`src/design/ebpc_regs.svh`:
```
`ifndef EBPC_REGS_SVH
`define EBPC_REGS_SVH
// address bus split
`define EBPC_ADDR_W 20
`define EBPC_LOW_ADDR_W 16
`define EBPC_DATA_W 16
// holder enable reset value
`define EBPC_HOLDER_RST 1'b0
`endif

```
`src/design/ebpc_pkg.sv`:
```
`include "ebpc_regs.svh"
package ebpc_pkg;
	typedef enum logic [1:0] {
		EBPC_SPACE_PROG = 2'b00,
		EBPC_SPACE_DATA = 2'b01,
		EBPC_SPACE_IO = 2'b10
	} ebpc_space_t;
	typedef struct packed {
		logic valid;
		logic write;
		ebpc_space_t space;
		logic [`EBPC_ADDR_W-1:0] addr;
		logic [`EBPC_DATA_W-1:0] wdata;
	} ebpc_req_t;
	typedef struct packed {
		logic [`EBPC_DATA_W-1:0] o;
		logic [`EBPC_DATA_W-1:0] oe;
	} ebpc_pins_t;
endpackage : ebpc_pkg

```
`src/design/ebpc_top.sv`:
```
// How it works
// - The top four address lines carry address bits only on program-space accesses.
// - The low sixteen address lines carry the address for every space.
// - Address lines float during hold or when the offline input is low.
// - One shared 16-bit two-way data bus serves all external spaces.
// - Data drivers are off unless writing, and during reset or hold request.
// - Data drivers are off while the offline input is low.
// - Enabled holders keep each undriven data pin at its last level.
// - Holders are off after reset and software switches them by a control bit.
`timescale 1ns/1ps
`default_nettype none
`include "ebpc_regs.svh"
module ebpc_top
	import ebpc_pkg::*;
#(
	parameter int AW = `EBPC_ADDR_W,
	parameter int DW = `EBPC_DATA_W
) (
	// clock and reset
	input wire logic clk,
	input wire logic srst,
	input wire logic system_reset_n,
	// bus state
	input wire logic hold_req,
	input wire logic hold_mode,
	input wire logic offline_n,
	// core side
	input wire ebpc_req_t req,
	output logic [DW-1:0] rdata,
	// holder control from bank_switch_control
	input wire logic bus_holder_enable_bit,
	input wire logic holder_wr,
	// address pins
	output logic [AW-1:0] addr_o,
	output logic addr_oe,
	// data pins
	input wire logic [DW-1:0] data_i,
	output logic [DW-1:0] data_o,
	output logic [DW-1:0] data_oe
);
	////////////////////////////////////////////////////////////////
	logic holder_en;
	logic [AW-1:0] addr_q;
	logic [DW-1:0] wdata_q;
	logic drive_q;
	logic [DW-1:0] keep_o;
	logic [DW-1:0] keep_oe;
	wire in_reset = srst || !system_reset_n;
	wire bus_off = hold_mode || !offline_n;
	wire data_block = in_reset || hold_req || !offline_n;
	wire is_prog = req.space == EBPC_SPACE_PROG;
	// named decodes of the request and of the pin state
	wire is_read = req.valid && !req.write;
	wire is_write = req.valid && req.write;
	wire write_blocked = is_write && data_block;
	wire [AW-`EBPC_LOW_ADDR_W-1:0] upper_addr = addr_q[AW-1:`EBPC_LOW_ADDR_W];
	wire [`EBPC_LOW_ADDR_W-1:0] low_addr = addr_q[`EBPC_LOW_ADDR_W-1:0];
	wire holder_live = holder_en && !in_reset;
	wire [DW-1:0] all_ones = {DW{1'b1}};
	wire [AW-1:0] next_addr = {is_prog ? req.addr[AW-1:`EBPC_LOW_ADDR_W] :
		{(AW-`EBPC_LOW_ADDR_W){1'b0}}, req.addr[`EBPC_LOW_ADDR_W-1:0]};
	wire next_drive = req.valid && req.write && !data_block;
	wire core_drive = drive_q && !data_block;
	////////////////////////////////////////////////////////////////
	always_ff @(posedge clk) begin
		if (in_reset) begin
			holder_en <= `EBPC_HOLDER_RST;
		end else if (holder_wr) begin
			holder_en <= bus_holder_enable_bit;
		end
	end
	// one-cycle write drive
	always_ff @(posedge clk) begin
		if (srst) begin
			drive_q <= 1'b0;
		end else begin
			drive_q <= next_drive;
		end
	end
	// address and write word stand until the next access
	always_ff @(posedge clk) begin
		if (srst) begin
			addr_q <= '0;
			wdata_q <= '0;
		end else if (req.valid) begin
			addr_q <= next_addr;
			wdata_q <= req.wdata;
		end
	end
	// read capture
	always_ff @(posedge clk) begin
		if (srst) begin
			rdata <= '0;
		end else if (is_read) begin
			rdata <= data_i;
		end
	end
	////////////////////////////////////////////////////////////////
	ebpc_keeper #(.W(DW)) u_keeper (
		.clk(clk),
		.srst(srst),
		.keep_en(holder_live),
		.core_drive(core_drive),
		.pin_in(data_i),
		.keep_o(keep_o),
		.keep_oe(keep_oe)
	);
	assign addr_o = addr_q;
	assign addr_oe = !bus_off;
	assign data_o = core_drive ? wdata_q : keep_o;
	assign data_oe = core_drive ? {DW{1'b1}} : keep_oe;
	////////////////////////////////////////////////////////////////
	addr_float_a: assert property (@(posedge clk) disable iff (srst)
		bus_off |-> !addr_oe) else $error("address driven in hold or offline");
	data_off_a: assert property (@(posedge clk) disable iff (srst)
		(in_reset || (hold_req && !holder_en)) |-> data_oe == '0)
		else $error("data driven while blocked");
	offline_data_a: assert property (@(posedge clk) disable iff (srst)
		!offline_n |-> !core_drive) else $error("core drives data while offline");
	upper_addr_a: assert property (@(posedge clk) disable iff (srst)
		(req.valid && !is_prog) |=> addr_q[AW-1:`EBPC_LOW_ADDR_W] == '0)
		else $error("upper address set outside program space");
	low_addr_a: assert property (@(posedge clk) disable iff (srst)
		req.valid |=> addr_q[`EBPC_LOW_ADDR_W-1:0] == $past(req.addr[`EBPC_LOW_ADDR_W-1:0]))
		else $error("low address lost");
	write_drive_a: assert property (@(posedge clk) disable iff (srst)
		(req.valid && req.write && !data_block) ##1 !data_block |->
		data_o == $past(req.wdata) && data_oe == {DW{1'b1}})
		else $error("write data not driven");
	holder_keep_a: assert property (@(posedge clk) disable iff (srst)
		(holder_en && !in_reset && !core_drive) |-> data_oe == {DW{1'b1}})
		else $error("holder not keeping");
	holder_reset_a: assert property (@(posedge clk)
		$past(in_reset) |-> !holder_en) else $error("holder on after reset");
	holder_off_a: assert property (@(posedge clk) disable iff (srst)
		(!holder_en && !core_drive) |-> data_oe == '0)
		else $error("pins driven with holders off");
	////////////////////////////////////////////////////////////////
	// address bus
	prog_upper_a: assert property (@(posedge clk) disable iff (srst)
		(req.valid && is_prog) |=> upper_addr == $past(req.addr[AW-1:`EBPC_LOW_ADDR_W]))
		else $error("program upper address lost");
	low_take_a: assert property (@(posedge clk) disable iff (srst)
		req.valid |=> low_addr == $past(req.addr[`EBPC_LOW_ADDR_W-1:0]))
		else $error("low address not taken");
	addr_stand_a: assert property (@(posedge clk) disable iff (srst)
		!req.valid |=> $stable(addr_o))
		else $error("address moved without access");
	addr_on_a: assert property (@(posedge clk) disable iff (srst)
		!bus_off |-> addr_oe)
		else $error("address floats while bus free");
	hold_float_a: assert property (@(posedge clk) disable iff (srst)
		hold_mode |-> !addr_oe)
		else $error("address driven in hold mode");
	offline_addr_a: assert property (@(posedge clk) disable iff (srst)
		!offline_n |-> !addr_oe)
		else $error("address driven while offline");
	// data transfers
	read_capture_a: assert property (@(posedge clk) disable iff (srst)
		is_read |=> rdata == $past(data_i))
		else $error("read word not captured");
	rdata_stand_a: assert property (@(posedge clk) disable iff (srst)
		!is_read |=> $stable(rdata))
		else $error("read word moved without read");
	wdata_take_a: assert property (@(posedge clk) disable iff (srst)
		req.valid |=> wdata_q == $past(req.wdata))
		else $error("write word not taken");
	drive_value_a: assert property (@(posedge clk) disable iff (srst)
		core_drive |-> data_o == wdata_q && data_oe == all_ones)
		else $error("write word not on pins");
	// driver blocking
	write_take_a: assert property (@(posedge clk) disable iff (srst)
		(is_write && !data_block) |=> drive_q)
		else $error("free write not driven");
	read_quiet_a: assert property (@(posedge clk) disable iff (srst)
		is_read |=> !core_drive)
		else $error("data driven after read");
	idle_quiet_a: assert property (@(posedge clk) disable iff (srst)
		!req.valid |=> !core_drive)
		else $error("data driven without write");
	blocked_write_a: assert property (@(posedge clk) disable iff (srst)
		write_blocked |=> !drive_q)
		else $error("blocked write driven");
	hold_quiet_a: assert property (@(posedge clk) disable iff (srst)
		hold_req |-> !core_drive)
		else $error("data driven during hold request");
	reset_quiet_a: assert property (@(posedge clk) disable iff (srst)
		in_reset |-> data_oe == '0)
		else $error("data driven during reset");
	offline_oe_a: assert property (@(posedge clk) disable iff (srst)
		(!offline_n && !holder_en) |-> data_oe == '0)
		else $error("data pins driven while offline");
	// holders
	keep_level_a: assert property (@(posedge clk) disable iff (srst)
		(holder_live && !core_drive) |-> data_o == $past(data_i))
		else $error("holder lost last level");
	keep_drive_a: assert property (@(posedge clk) disable iff (srst)
		(holder_live && !core_drive) |-> keep_oe == all_ones)
		else $error("holder idle while enabled");
	holder_write_a: assert property (@(posedge clk) disable iff (srst)
		(holder_wr && !in_reset) |=> holder_en == $past(bus_holder_enable_bit))
		else $error("holder bit write lost");
	holder_stay_a: assert property (@(posedge clk) disable iff (srst)
		(!holder_wr && !in_reset) |=> $stable(holder_en))
		else $error("holder bit moved without write");
	reset_keep_a: assert property (@(posedge clk) disable iff (srst)
		in_reset |-> keep_oe == '0)
		else $error("holder active during reset");
	free_pin_a: assert property (@(posedge clk) disable iff (srst)
		(!holder_en && !core_drive) |-> keep_oe == '0)
		else $error("keeper drives with holders off");
	free_out_a: assert property (@(posedge clk) disable iff (srst)
		(!holder_live && !core_drive) |-> data_oe == '0)
		else $error("undriven pins not released");
endmodule : ebpc_top
`default_nettype wire

```
`src/design/ebpc_keeper.sv`:
```
`timescale 1ns/1ps
`default_nettype none
`include "ebpc_regs.svh"
module ebpc_keeper #(
	parameter int W = `EBPC_DATA_W
) (
	// clock and reset
	input wire logic clk,
	input wire logic srst,
	// control
	input wire logic keep_en,
	input wire logic core_drive,
	// pin level
	input wire logic [W-1:0] pin_in,
	// keeper drive
	output logic [W-1:0] keep_o,
	output logic [W-1:0] keep_oe
);
	logic [W-1:0] last;
	always_ff @(posedge clk) begin
		if (srst) begin
			last <= '0;
		end else begin
			last <= pin_in;
		end
	end
	// keep last level only when enabled and core idle
	assign keep_o = last;
	assign keep_oe = (keep_en && !core_drive) ? {W{1'b1}} : '0;
endmodule : ebpc_keeper
`default_nettype wire

```
`config.mk`:
```
export PLATFORM = sky130hd
export DESIGN_NAME = ebpc_top
export DESIGN_NICKNAME = d
export VERILOG_FILES = /design/src/design/ebpc_pkg.sv /design/src/design/ebpc_top.sv /design/src/design/ebpc_keeper.sv
export VERILOG_INCLUDE_DIRS = /design/src /design/src/design
export SDC_FILE = /design/constraint.sdc
export NUM_CORES = 1
export LEC_CHECK = 0
export ABC_AREA = 1
export BUFFER_PORTS_ARGS = -buffer_cell sky130_fd_sc_hd__buf_2
export CORE_MARGIN = 5
export CORE_UTILIZATION = 41
export CTS_CLUSTER_DIAMETER = 60
export CTS_CLUSTER_SIZE = 25
export DETAILED_ROUTE_END_ITERATION = 10
export PLACE_DENSITY = 0.75
export SYNTH_ARGS = -nofsm -noshare
export SYNTH_HDL_FRONTEND = slang
export SYNTH_SLANG_ARGS = --single-unit
```
`constraint.sdc`:
```
create_clock -name clk -period 1.73 [get_ports clk]
set_input_delay 0.4325 -clock clk [delete_from_list [all_inputs] [get_ports clk]]
set_output_delay 0.4325 -clock clk [all_outputs]
set_load 0.02 [all_outputs]
```
Word-level counts from Yosys, hierarchy flattened --
Index checks and enable logic that the tools add are counted.
Operators by class: multiplexer cells 4, reductions and logical operators 18
Operators with widths (count):
- two-way mux 16 bit | 3
- zero test 1 bit | 7
- logical AND 1 bit | 6
- logical OR 1 bit | 4
- two-way mux 4 bit | 1
- zero test 2 bit | 1
Word-level totals: register bits 70, bits of input ports 64, logic and storage cells 28

Depth between registers and ports, before layout --
word-level depth 10, depth in mapped cells 7, mapped depth without buffers 5

Hierarchy --
Synthesis repeated with hierarchy kept, for this count alone.
Unflattened totals: cells, all modules 401, area total of the unflattened synthesis 2879.0 um2
By module, submodules not included:
- ebpc_top | times used 1, cells each 334, area each 2284.7 um2, seq. area each 1081.0 um2
- ebpc_keeper | times used 1, cells each 67, area each 594.3 um2, seq. area each 320.3 um2

Worst setup path after synthesis --
No wires, ideal clock.
path kind in2out, from input srst, to output data_oe[10], arrival 1.590 ns, required time 1.297 ns, path slack -0.293 ns, cell stages on the path 6, path buffers 3, cell sequence buf_6 -> nor2_4 -> nand3_2 -> buf_6 -> nand2_1 -> buf_4
Between the ends: word-level cells in the longest chain between the ends 9, elaborated cells between the ends (all ways) 11, classes of those cells mux: 2; reduce/logical: 9
RTL lines:
- start: declaration | line ebpc_top.sv:21 | input wire logic srst,
- logical OR 1 bit (*) | line ebpc_top.sv:48 | wire in_reset = srst || !system_reset_n;
- logical OR 1 bit (2 in a row) | line ebpc_top.sv:50 | wire data_block = in_reset || hold_req || !offline_n;
- zero test 1 bit | line ebpc_top.sv:63 | wire core_drive = drive_q && !data_block;
- logical AND 1 bit | line ebpc_top.sv:63
- zero test 1 bit | line ebpc_keeper.sv:29 | assign keep_oe = (keep_en && !core_drive) ? {W{1'b1}} : '0;
- logical AND 1 bit | line ebpc_keeper.sv:29
- two-way mux 16 bit | line ebpc_keeper.sv:29
- two-way mux 16 bit (*) | line ebpc_top.sv:111 | assign data_oe = core_drive ? {DW{1'b1}} : keep_oe;
- end: declaration | line ebpc_top.sv:39 | output logic [DW-1:0] data_oe
Every way passes the cells marked *; elsewhere a longest branch is shown, timed or not.

Worst setup path after layout --
from input offline_n, to output data_o[0]
Between the ends: word-level cells in the longest chain between the ends 5
RTL lines:
- start: declaration | line ebpc_top.sv:26 | input wire logic offline_n,
- zero test 1 bit | line ebpc_top.sv:50
- logical OR 1 bit | line ebpc_top.sv:50
- zero test 1 bit | line ebpc_top.sv:63
- logical AND 1 bit | line ebpc_top.sv:63
- two-way mux 16 bit | line ebpc_top.sv:110 | assign data_o = core_drive ? wdata_q : keep_o;
- end: declaration | line ebpc_top.sv:38 | output logic [DW-1:0] data_o,
Every way passes these cells.

==> results.txt <==
Sink Count = 70
Die area = 0.00843 sq mm
Critical path capture point type = output pin
TritonRoute pass-1 iters = 4
Reg2reg end = addr_o[12]
Total power = 3.75 mW
Worst EP arrival = 1.30 ns
Cells after Synth = 364
Final cell count without fillers = 572
Yosys warning total = 0
Rel. slew slack = 71.0%
Post-route antenna net violation count = 0
Setup Skew = 0 ns
Startpoint Class = input pin
Max_cap viols = 0
RSZ-0062 raised after global routing = true
Peak Freq = 0.579 GHz
Cell area after synthesis = 0.00274 sq mm
DRC = 0
I/O Buffers = 132
Final hold slack = 0.305 ns
Leakage = 2.01 nW
Final slew viol count = 0
Clk_lat worst skew = 0.33 ns
Dpl cells = 550
Routability cong. = 0.864
CTS HTree Levels = 3
Pwr Density = 960 mW/mm^2
Number of antenna diodes = 0
Starting Density = 42.7%
Tmin final = 1.73 ns
Worst reg-to-reg path cell count = 2
Crit path from = offline_n
Hold WC Path Type = in -> reg
Core Region = 0.00642 sq mm
Vert. Die Dim = 91.8 um
Fillcell total = 614
Buf+Inv Stages, Crit Path = 4
Std cell rows = 29
WL/cell = 13.9 um
Critical Path End = data_o[0]
Clock slew at reported path FFs = 0.07 ns
CP delay by family, top = buffers and inverters
Final Hold Viols = 0
First-pass GRT wire length = 11,900 um
Largest net degree at the start of global routing = 53
Critical Path RT = 1.30 ns
Fraction of the yosys area taken by sequential cells = 51.1%
Reg2reg start = addr_o[12]
Sequence of cells on the critical path = buf_4, inv_2, nor2_4, nand3_4, buf_6, nand2_2, nand2_2, buf_6
Clock root buffer = clkbuf_8
CP max stage cell = buf_6
Max FO, Critical Path = 5
Peak VDD IR = 0.464 mV
Worst-case clock buffer depth = 2
Worst Max-Slew Pin Slew = 0.435 ns
Area share of the largest cell type after synthesis = 51.1%
Mapped Nets = 428
Initial antenna violation count = 0
Library cells used by synthesis = 20
CTS Buf Count = 9
Final setup violation count = 0
Period utilization = 99.9%
Share of cells above drive strength 1 = 43.4%
Via count = 2,811
Most frequent cells in the layout = nor2_1 (114), buf_2 (114), dfxtp_1 (69)
Total global routing overflow = 0
Total GRT Usage = 17.4%
Post-detail-place hpwl = 5510 um
Synth area leaders = dfxtp_1 (51%), nor2_1 (16%), o21ai_0 (9.7%)
Reg-to-reg setup timing slack = 1.04 ns
Layout area overhead = 42.2%
Drt via density = 4.91
Status = complete, no violations
CTS tree = yes
Crit path kind = in -> out
FF+latch count, synth = 70
Yosys top cell by area = dfxtp_1
Synth Area per Inst = 7.53 sq um
Initial drt markers = 98
Instance count on the critical path = 8
CP max stage delay = 0.16 ns
I/O pins = 133
Die W = 91.8 um
Final wirelength = 7930 um
Vias in the first global route = 2,589
Final net count = 554
==> state kept, by name, indices dropped and copies added, names as in the netlist <==
register         count
u_keeper.keep_o     16
wdata_q             16
rdata               16
addr_o              20
holder_en            1
drive_q              1
==> synthesized netlist by cell type <==
cell type	number
nor2_1	115
dfxtp_1	70
o21ai_0	53
nand2_1	40
inv_1	22
buf_4	16
nand3_1	15
clkbuf_1	8
buf_2	6
a21oi_1	5
buf_6	3
clkbuf_2	2
nand3_2	2
clkinv_2	1
clkinv_4	1
nand2_2	1
nand2_4	1
nor2_4	1
nor2_8	1
nor3_1	1
==> area by class of cell <==
cell class	instances	area (sq um)	share of cell area [%]
clock buffer	12	145	3.72
clock inverter	4	70.1	1.80
inverter	24	96.3	2.47
multi-input combinational	236	1170	29.9
sequential	70	1410	36.0
tap	77	96.3	2.47
timing repair buffer	149	921	23.6
==> worst reg2reg max path, cell delays in order, from the launching register on <==
cell and delay (ns):
dfxtp_1 0.31, o21ai_0 0.20, nor2_1 0.07
==> routing by layer <==
layer	GRT usage (%)	vias up	share of wire [%]
met5	0	-	0
met4	6.56	0	2.1
met3	6.55	13	8.3
met2	28.5	118	48
met1	21.0	1309	42
li1	-	1371	-
==> repair_timing <==
action,4_1_cts,5_1_grt
setup endpoints to repair,32,32
cloned,1,1
setup buffers,0,4
resized for setup,12,73
hold buffers,0,0
pin swaps,2,3
==> power by group <==
| group | switching [mW] | internal (mW) |
|---|---|---|
| logic | 0.333 | 0.224 |
| clock network | 0.575 | 0.848 |
| registers | 0.0519 | 1.71 |
| total | 0.960 | 2.79 |
==> through the flow <==
step                worst slack (ns)  area [sq um]  utilization (%)  setup TNS [ns]
floorplan                    0.00400          2750                -               0
global placement             -0.0453          3370             52.5          -0.207
detailed placement           -0.0479          3370             52.5          -0.445
CTS                          0.00124          3640             56.7               0
global route                 -0.0566          3900             60.7           -1.35
finish                       0.00200          3900             60.7               0
==> how the worst min path moves through the flow <==
stage                from                   to  slack, ns  cells past startpoint
2_1_floorplan  wdata_q[0]           wdata_q[0]       0.46                      2
3_3_place_gp    rdata[10]            rdata[10]       0.46                      2
3_5_place_dp     rdata[3]             rdata[3]       0.47                      2
4_1_cts         holder_wr            holder_en       0.28                      2
5_1_grt        data_i[12]  u_keeper.keep_o[12]       0.30                      3
6_report        holder_wr            holder_en       0.30                      2
==> cell families (layout without fill, tap and decap cells) <==
kind of cell           count (synthesis)  in the layout  synth area share (%)
AOI/OAI and AO/OA                     58             58                  10.6
buffers and inverters                 59            189                  11.7
DFF                                   70             70                  51.1
and+or+nand+nor                      177            178                  26.6
(Power assumes the default switching activity.)
